File: src/design/usart_rx_defs.svh
`ifndef USART_RX_DEFS_SVH
`define USART_RX_DEFS_SVH

// ----------------------------------------------------------------
// bit timing, in ticks of the 16x sample enable
// ----------------------------------------------------------------
`define RX_TICK_ONE      4'h1
`define RX_START_CNT     4'h1
`define RX_VOTE_FIRST    4'h8
`define RX_VOTE_LAST     4'hA

// ----------------------------------------------------------------
// character size codes and data bit counts
// ----------------------------------------------------------------
`define CSZ_NINE         3'h7
`define CSZ_LAST_SHORT   3'h3
`define RX_BITS_MIN      4'h5
`define RX_BITS_EIGHT    4'h8
`define RX_BITS_NINE     4'h9
`define RX_BITS_LAST     4'h1

// ----------------------------------------------------------------
// layout of one buffer entry
// ----------------------------------------------------------------
`define ENT_W            12
`define ENT_DATA_MSB     7
`define ENT_NINTH        8
`define ENT_FE           9
`define ENT_UPE          10
`define ENT_DOR          11

// ----------------------------------------------------------------
// line reset level and default sizes
// ----------------------------------------------------------------
`define RX_LINE_IDLE     1'b1
`define RX_FIFO_DEPTH    2
`define RX_DIV_W         12

`endif

File: src/design/usart_rx_pkg.sv
`include "usart_rx_defs.svh"

package usart_rx_pkg;

  typedef enum logic [2:0] {
    ST_IDLE,
    ST_START,
    ST_DATA,
    ST_PARITY,
    ST_STOP
  } rx_state_e;

  typedef struct packed {
    logic              rxd_meta;
    logic              rxd_sync;
    rx_state_e         state;
    logic [3:0]        tick_cnt;
    logic [2:0]        votes;
    logic [3:0]        bits_left;
    logic [8:0]        shreg;
    logic              par_acc;
    logic              par_err;
    logic              frame_pending;
    logic [`ENT_W-1:0] pend_entry;
    logic              lost;
    logic [7:0]        data_out;
    logic              ninth_out;
    logic              fe_out;
    logic              dor_out;
    logic              upe_out;
    logic              rxc_out;
    logic              irq_out;
    logic              override_out;
  } rx_top_s;

  function automatic logic majority3(input logic [2:0] s);
    return (s[0] & s[1]) | (s[0] & s[2]) | (s[1] & s[2]);
  endfunction

  // reserved size codes fall back to eight bits
  function automatic logic [3:0] data_bits(input logic [2:0] code);
    if (code == `CSZ_NINE) begin
      return `RX_BITS_NINE;
    end else if (code <= `CSZ_LAST_SHORT) begin
      return `RX_BITS_MIN + {1'b0, code};
    end else begin
      return `RX_BITS_EIGHT;
    end
  endfunction

  // bits arrive lsb first at the top, so short characters sit high
  function automatic logic [8:0] align_data(input logic [8:0] sh, input logic [3:0] n);
    return sh >> (`RX_BITS_NINE - n);
  endfunction

endpackage

File: src/design/baud_tick_gen.sv
`timescale 1ns/1ps
`include "usart_rx_defs.svh"

module baud_tick_gen #(
  parameter int DIV_W = `RX_DIV_W
) (
  input  wire logic             mclk,
  input  wire logic             rst_n,
  input  wire logic             run,
  input  wire logic [DIV_W-1:0] divisor,
  output logic                  tick
);
  import usart_rx_pkg::*;

  typedef struct packed {
    logic [DIV_W-1:0] cnt;
    logic             tick;
  } div_s;

  div_s q;
  div_s next_q;

  generate
    if (DIV_W < 1 || DIV_W > 16) begin : g_bad_width
      $error("baud_tick_gen: DIV_W must be 1..16");
    end
  endgenerate

  // ----------------------------------------------------------------
  // one pulse every divisor+1 cycles; restarts when stopped
  // ----------------------------------------------------------------
  always_comb begin
    next_q = q;
    next_q.tick = 1'b0;
    if (!run) begin
      next_q.cnt = '0;
    end else if (q.cnt == '0) begin
      next_q.cnt  = divisor;
      next_q.tick = 1'b1;
    end else begin
      next_q.cnt = q.cnt - DIV_W'(1);
    end
  end

  always_ff @(posedge mclk or negedge rst_n) begin
    if (!rst_n) begin
      q <= '0;
    end else begin
      q <= next_q;
    end
  end

  assign tick = q.tick;

endmodule

File: src/design/rx_fifo2.sv
`timescale 1ns/1ps
`include "usart_rx_defs.svh"

module rx_fifo2 #(
  parameter int WIDTH = `ENT_W,
  parameter int DEPTH = `RX_FIFO_DEPTH
) (
  input  wire logic             mclk,
  input  wire logic             rst_n,
  input  wire logic             flush,
  input  wire logic             in_valid,
  output logic                  in_ready,
  input  wire logic [WIDTH-1:0] in_data,
  output logic                  out_valid,
  input  wire logic             out_ready,
  output logic [WIDTH-1:0]      out_data
);
  import usart_rx_pkg::*;

  localparam int CW = $clog2(DEPTH + 1);

  typedef struct packed {
    logic [DEPTH-1:0][WIDTH-1:0] slot;
    logic [CW-1:0]               count;
  } fifo_s;

  fifo_s         q;
  fifo_s         next_q;
  logic          push;
  logic          pop;
  logic [CW-1:0] wr_idx;

  generate
    if (DEPTH != 2 || WIDTH < 1) begin : g_bad_shape
      $error("rx_fifo2: DEPTH must be 2 and WIDTH positive");
    end
  endgenerate

  // ----------------------------------------------------------------
  // slot 0 is always the head, so reads shift the rest down
  // ----------------------------------------------------------------
  always_comb begin
    next_q = q;
    push   = in_valid && in_ready;
    pop    = out_ready && out_valid;
    wr_idx = q.count - CW'(pop);
    if (flush) begin
      next_q.count = '0;
    end else begin
      if (pop) begin
        for (int i = 0; i < DEPTH - 1; i++) begin
          next_q.slot[i] = q.slot[i+1];
        end
      end
      if (push) begin
        next_q.slot[wr_idx] = in_data;
      end
      next_q.count = q.count + CW'(push) - CW'(pop);
    end
  end

  always_ff @(posedge mclk or negedge rst_n) begin
    if (!rst_n) begin
      q <= '0;
    end else begin
      q <= next_q;
    end
  end

  assign in_ready  = q.count < CW'(DEPTH);
  assign out_valid = q.count != '0;
  assign out_data  = q.slot[0];

endmodule

File: src/design/usart_receive_buffer_flags.sv
`timescale 1ns/1ps
`include "usart_rx_defs.svh"

module usart_receive_buffer_flags #(
  parameter int DIV_W = `RX_DIV_W
) (
  input  wire logic             mclk,
  input  wire logic             rst_n,
  input  wire logic             rxd_pin,
  input  wire logic [DIV_W-1:0] baud_div,
  input  wire logic             receiver_enable,
  input  wire logic [2:0]       char_size_sel,
  input  wire logic             parity_enable_bit,
  input  wire logic             parity_odd_sel,
  input  wire logic             rx_complete_irq_en,
  input  wire logic             global_irq_en,
  input  wire logic             data_rd,
  output logic [7:0]            serial_data_reg,
  output logic                  rx_ninth_bit,
  output logic                  frame_err_flag,
  output logic                  overrun_flag,
  output logic                  parity_err_flag,
  output logic                  rx_complete,
  output logic                  rx_complete_irq,
  output logic                  rxd_override
);
  import usart_rx_pkg::*;

  // ----------------------------------------------------------------
  // state and internal wires
  // ----------------------------------------------------------------
  rx_top_s           q;
  rx_top_s           next_q;

  logic              baud_tick;
  logic              fifo_in_ready;
  logic [`ENT_W-1:0] fifo_in_data;
  logic              fifo_out_valid;
  logic              fifo_pop;
  logic [`ENT_W-1:0] fifo_out_data;

  logic              sample;
  logic [3:0]        cnt_next;
  logic              decide;
  logic              bit_val;
  logic [8:0]        shifted;
  logic [8:0]        aligned;
  logic              upe_bit;

  generate
    if (DIV_W < 1 || DIV_W > 16) begin : g_bad_div
      $error("usart_receive_buffer_flags: DIV_W must be 1..16");
    end
  endgenerate

  // ----------------------------------------------------------------
  // sample-rate enable, sixteen ticks per bit
  // ----------------------------------------------------------------
  baud_tick_gen #(
    .DIV_W   (DIV_W)
  ) u_tick (
    .mclk    (mclk),
    .rst_n   (rst_n),
    .run     (receiver_enable),
    .divisor (baud_div),
    .tick    (baud_tick)
  );

  // ----------------------------------------------------------------
  // two-character receive buffer
  // ----------------------------------------------------------------
  // overrun joins frame at transfer
  assign fifo_in_data = {q.lost, q.pend_entry[`ENT_UPE:0]};

  assign fifo_pop = data_rd && receiver_enable;

  rx_fifo2 #(
    .WIDTH     (`ENT_W),
    .DEPTH     (`RX_FIFO_DEPTH)
  ) u_fifo (
    .mclk      (mclk),
    .rst_n     (rst_n),
    .flush     (!receiver_enable),
    .in_valid  (q.frame_pending),
    .in_ready  (fifo_in_ready),
    .in_data   (fifo_in_data),
    .out_valid (fifo_out_valid),
    .out_ready (fifo_pop),
    .out_data  (fifo_out_data)
  );

  // ----------------------------------------------------------------
  // receive sequencer
  // ----------------------------------------------------------------
  always_comb begin
    next_q   = q;
    sample   = q.rxd_sync;
    cnt_next = q.tick_cnt + `RX_TICK_ONE;
    decide   = baud_tick && (q.state != ST_IDLE) && (cnt_next == `RX_VOTE_LAST);
    bit_val  = majority3({q.votes[1:0], sample});
    shifted  = {bit_val, q.shreg[8:1]};
    aligned  = align_data(q.shreg, data_bits(char_size_sel));
    upe_bit  = parity_enable_bit && q.par_err;

    // first flop feeds only the second
    next_q.rxd_meta = rxd_pin;
    next_q.rxd_sync = q.rxd_meta;

    // waiting frame moves as soon as a slot is free
    if (q.frame_pending && fifo_in_ready) begin
      next_q.frame_pending = 1'b0;
      next_q.lost = 1'b0;
    end

    if (baud_tick && q.state != ST_IDLE) begin
      next_q.tick_cnt = cnt_next;
      if (cnt_next >= `RX_VOTE_FIRST && cnt_next <= `RX_VOTE_LAST) begin
        next_q.votes = {q.votes[1:0], sample};
      end
    end

    case (q.state)
      ST_IDLE: begin
        if (baud_tick && !sample) begin
          next_q.state    = ST_START;
          next_q.tick_cnt = `RX_START_CNT;
          next_q.votes    = '0;
        end
      end
      ST_START: begin
        if (decide) begin
          if (bit_val) begin
            // noise spike, look for the next falling edge
            next_q.state = ST_IDLE;
          end else begin
            next_q.state     = ST_DATA;
            next_q.bits_left = data_bits(char_size_sel);
            next_q.shreg     = '0;
            next_q.par_acc   = 1'b0;
            next_q.par_err   = 1'b0;
            if (q.frame_pending && !fifo_in_ready) begin
              next_q.frame_pending = 1'b0;
              next_q.lost          = 1'b1;
            end
          end
        end
      end
      ST_DATA: begin
        if (decide) begin
          next_q.shreg     = shifted;
          next_q.par_acc   = q.par_acc ^ bit_val;
          next_q.bits_left = q.bits_left - `RX_TICK_ONE;
          if (q.bits_left == `RX_BITS_LAST) begin
            next_q.state = parity_enable_bit ? ST_PARITY : ST_STOP;
          end
        end
      end
      ST_PARITY: begin
        if (decide) begin
          // even when zero, odd when one
          next_q.par_err = q.par_acc ^ bit_val ^ parity_odd_sel;
          next_q.state   = ST_STOP;
        end
      end
      ST_STOP: begin
        if (decide) begin
          next_q.state         = ST_IDLE;
          next_q.frame_pending = 1'b1;
          // voted stop bit, low is error
          next_q.pend_entry    = {1'b0, upe_bit, !bit_val, aligned};
        end
      end
      default: begin
        next_q.state = ST_IDLE;
      end
    endcase

    if (!receiver_enable) begin
      next_q.state         = ST_IDLE;
      next_q.frame_pending = 1'b0;
      next_q.lost          = 1'b0;
      next_q.tick_cnt      = '0;
    end

    // ----------------------------------------------------------------
    // visible flags follow the buffer head, one cycle behind it
    // ----------------------------------------------------------------
    // head frame's data, ninth bit and error flags
    next_q.data_out  = fifo_out_data[`ENT_DATA_MSB:0];
    next_q.ninth_out = fifo_out_data[`ENT_NINTH];
    next_q.fe_out    = fifo_out_data[`ENT_FE];
    next_q.dor_out   = fifo_out_data[`ENT_DOR];
    next_q.upe_out   = fifo_out_data[`ENT_UPE] && parity_enable_bit;
    next_q.rxc_out   = fifo_out_valid && receiver_enable;
    next_q.irq_out   = fifo_out_valid && receiver_enable && rx_complete_irq_en && global_irq_en;
    next_q.override_out = receiver_enable;

    // empty or disabled buffer shows zeros, never a flushed entry
    if (!(fifo_out_valid && receiver_enable)) begin
      next_q.data_out  = '0;
      next_q.ninth_out = 1'b0;
      next_q.fe_out    = 1'b0;
      next_q.dor_out   = 1'b0;
      next_q.upe_out   = 1'b0;
    end
  end

  // ----------------------------------------------------------------
  // state register
  // ----------------------------------------------------------------
  always_ff @(posedge mclk or negedge rst_n) begin
    if (!rst_n) begin
      q          <= '0;
      q.rxd_meta <= `RX_LINE_IDLE;
      q.rxd_sync <= `RX_LINE_IDLE;
      q.state    <= ST_IDLE;
    end else begin
      q <= next_q;
    end
  end

  // ----------------------------------------------------------------
  // outputs, all straight from flops
  // ----------------------------------------------------------------
  assign serial_data_reg = q.data_out;
  assign rx_ninth_bit    = q.ninth_out;
  assign frame_err_flag  = q.fe_out;
  assign overrun_flag    = q.dor_out;
  assign parity_err_flag = q.upe_out;
  assign rx_complete     = q.rxc_out;
  assign rx_complete_irq = q.irq_out;
  assign rxd_override    = q.override_out;

endmodule

File: config.mk
export PLATFORM = sky130hd
export DESIGN_NAME = usart_receive_buffer_flags
export DESIGN_NICKNAME = d
export VERILOG_FILES = /design/src/design/usart_rx_pkg.sv /design/src/design/baud_tick_gen.sv /design/src/design/rx_fifo2.sv /design/src/design/usart_receive_buffer_flags.sv
export VERILOG_INCLUDE_DIRS = /design/src /design/src/design
export SDC_FILE = /design/constraint.sdc
export NUM_CORES = 1
export LEC_CHECK = 0
export BUFFER_PORTS_ARGS = -buffer_cell sky130_fd_sc_hd__buf_2
export CAP_MARGIN = 40
export CELL_PAD_IN_SITES_DETAIL_PLACEMENT = 2
export CELL_PAD_IN_SITES_GLOBAL_PLACEMENT = 2
export CORE_MARGIN = 3
export CORE_UTILIZATION = 36
export CTS_CLUSTER_SIZE = 10
export DETAILED_ROUTE_END_ITERATION = 12
export MAX_ROUTING_LAYER = met4
export PLACE_DENSITY_LB_ADDON = 0.1
export SETUP_SLACK_MARGIN = 0.02
export SLEW_MARGIN = 40
export SYNTH_ARGS = -nofsm -noshare
export SYNTH_HDL_FRONTEND = slang
export SYNTH_HIERARCHICAL = 1
export SYNTH_SLANG_ARGS = --single-unit
File: constraint.sdc
create_clock -name mclk -period 2 [get_ports mclk]
set_input_delay 0.4 -clock mclk [delete_from_list [all_inputs] [get_ports mclk]]
set_output_delay 0.4 -clock mclk [all_outputs]
set_load 0.01 [all_outputs]
==> impl_results.md <==
* Antenna violation net count after detailed routing at 0
* CP required at approximately 2.2 ns
* DRT iter0 DRCs at 125
* Final hold violations at 0
* Total GRT Usage at a little under a fifth
* RSZ-0062 raised after global routing: yes
* Initial Utilization at a little under two fifths
* Fin Clk Skew at 0.00578 ns
* Crit path cell chain: buf_6 -> a21boi_2 -> a21o_2 -> a22oi_4 -> a2111o_2 -> buf_12 -> a22o_1
* Port Buf Inserts at 38
* Final wirelength at 12700 um
* Hold WS at 0.150 ns
* WP buf/inv at 2
* Initial antenna violation count at 0
* Drt via density at 5.31
* Min-Delay Path Class: primary input to flop
* Setup tns final at 0 ns
* Most common cell in the netlist: dfrtp_1
* I/O pins at 39
* Number of H-tree levels at 3
* Reg2reg setup slack at between 0.02 and 0.03 ns
* Nets at roughly 550
* Remaining Overflow, GRT at 0
* Synth Warn # at 6
* Die Area at 14900 um2
* CP peak stage delay at 0.54 ns
* Clock insertion delay at the later pin of the skew report at approximately 0.34 ns
* Syn Inst Count at 447
* Critical Path End Type: flop
* Fin crit period at 1.97 ns
* ANT cells at 0
* Worst-path maximum fanout at 8
* First-pass detailed-route iteration total at 4
* Total CTS buffers at 9
* Vias in the first global route at 4131
* Syn nets at 481
* Max Clock Freq at approximately 510 MHz
* Hold depth at 1
* Hold wc startpoint: rxd_pin
* Die height at 122 um
* Largest regs: q x25, u_fifo/q x14
* Pleak at 2.75 nW
* Mapped cell area at 4850 um2
* Delay-heaviest family, CP: compound AO/OA/AOI/OAI gates
* Critical path arrival at about 2.2 ns
* FF+latch count, synth at 93
* Worst slew pin tran at 0.603 ns
* Row count at 41
* RR Endpoint: q[38]$_DFFE_PN0P_
* Final max-slew violation count at 0
* Synth cell types at 72
* Primary FF master, synth: dfrtp_1
* Pwr Density at 849 nW/um2
* Hold EP: next_q[54]$_DFF_PN1_
* Root Driver: clkbuf_16
* DP Wirelength at 9180 um
* Startpoint type of the worst setup path: flop
* Number of enable flip-flop cells after synthesis at 0
* Layout area overhead at 22.3%
* RR Startpoint: q[48]$_DFF_PN0_
* Core ar. at 12900 um2
* Post-synth top cells: dfrtp_1 (91), nand2_1 (33), nor2_1 (32), o22a_1 (26), a21oi_1 (23)
* Slew margin rel. at roughly three fifths
* Wire length per cell at between 15 and 20 um
* Ratio of cells with drive above 1 in the final layout at about a third
* Largest cells by area after synthesis: dfrtp_1 (47%), o22a_1 (4.7%), buf_4 (3.4%)
* Synth area leader: dfrtp_1
* Max FFs per register at 25
* Max Root-Sink Buffers at 2
* Clock tree sinks at 93
* DR vias at 3693
* Max cap viols at 0
* DR DRC count at 0
* CP max stage cell: a2111o_2
* Clk pin slew, worst setup/hold paths at roughly 0.07 ns
* Gpl congestion at 0.789
* Peak VDD IR at 329 uV
* Outcome: finished clean
* Crit Path Class: flop to flop
* Biggest register: q
* CTS tree: done
* Syn_area_per_cell at around 11 um2
* Final count of negative-setup-slack endpoints at 0
* Seq/Total Area, Yosys at 48.0%
* Post-synth top area share at 46.9%
* Reg2reg path depth at 7
* Final period util at 98.7%
* Die Span X at 122 um
* Asr flop ratio synth at 100%
* First-pass GRT wire length at 21600 um
* Pin count of the biggest net entering global routing at 40
## worst reg2reg max path: stages, from the launching register on
cell and delay (ns):
dfrtp_2 0.44, buf_6 0.14, a21boi_2 0.12, a21o_2 0.15, a22oi_4 0.09, a2111o_2 0.54
buf_12 0.18, a22o_1 0.20
## routing by layer
layer,GRT usage [%],part of all wire (%),up-vias
met1,22.8,44,1882
met2,32.4,51,41
li1,-,-,1750
met3,2.74,2.2,20
met5,-,0,-
met4,6.51,1.8,0
## cell families after synthesis
family                     share of synthesized area [%]
buffers and inverters                               6.42
xor gates and xnor gates                            1.99
muxes                                               6.39
DFF                                                 48.0
AOI/OAI and AO/OA                                   17.7
and+or+nand+nor                                     16.7
adders and majority gates                           2.81
## repair_timing
action,in CTS,in global routing
endpoints found under the hold margin,16,0
pin swaps,11,13
hold buffers,1,0
setup endpoints to repair,21,25
resized for setup,6,16
setup buffers,5,1
## metrics by stage
stage	cell area (um2)	cells	setup WS, ns	utilization (%)	power (mW)
floorplan	4960	447	-0.194	-	3.05
global placement	5530	674	-0.341	42.9	3.40
detailed placement	5530	674	-0.425	42.9	3.46
CTS	5870	695	-0.00936	45.6	5.10
global route	5940	696	-0.0613	46.1	5.34
finish	5940	696	0.0253	46.1	5.04
## where the power goes
| part | total (mW) | leakage [nW] | switching, mW | internal [mW] |
|---|---|---|---|---|
| clock network | 1.59 | 0.123 | 0.752 | 0.834 |
| logic | 1.26 | 1.41 | 0.646 | 0.615 |
| registers | 2.19 | 1.22 | 0.159 | 2.03 |
| total | 5.04 | 2.75 | 1.56 | 3.48 |
## how the worst max path moves through the flow
stage / from / end / slack, ns / cells past startpoint
2_1_floorplan: char_size_sel[0] / fifo_in_data[0]$_DFFE_PN0P_ / -0.19 / 10
3_3_place_gp: char_size_sel[0] / fifo_in_data[0]$_DFFE_PN0P_ / -0.34 / 8
3_5_place_dp: char_size_sel[0] / fifo_in_data[0]$_DFFE_PN0P_ / -0.42 / 8
4_1_cts: q[47]$_DFF_PN0_ / q[38]$_DFFE_PN0P_ / -0.009 / 6
5_1_grt: q[44]$_DFF_PN0_ / q[33]$_DFFE_PN0P_ / -0.06 / 6
6_report: q[48]$_DFF_PN0_ / q[38]$_DFFE_PN0P_ / 0.03 / 7
## cell type report
class	instances	area, um2
fill	1366	6940
multi-input combinational	303	2360
sequential	93	2330
timing repair buffer	100	713
clock buffer	9	225
tap	172	215
inverter	13	48.8
clock inverter	6	41.3
## cell usage in the layout, fill, tap and decap left out, drive strengths merged, types with 4 or more instances in the layout
master,instances
and3,16
clkbuf,9
a211oi,7
ha,10
buf,99
nand2,34
xnor2,8
a31oi,4
nand2b,7
o21ai,22
mux2i,13
nor2,32
o22a,26
dfrtp,91
mux2,14
nand3,6
nor2b,8
inv,13
a21oi,24
a22o,12
nor3,10
Power figures use the tool's default switching activity.
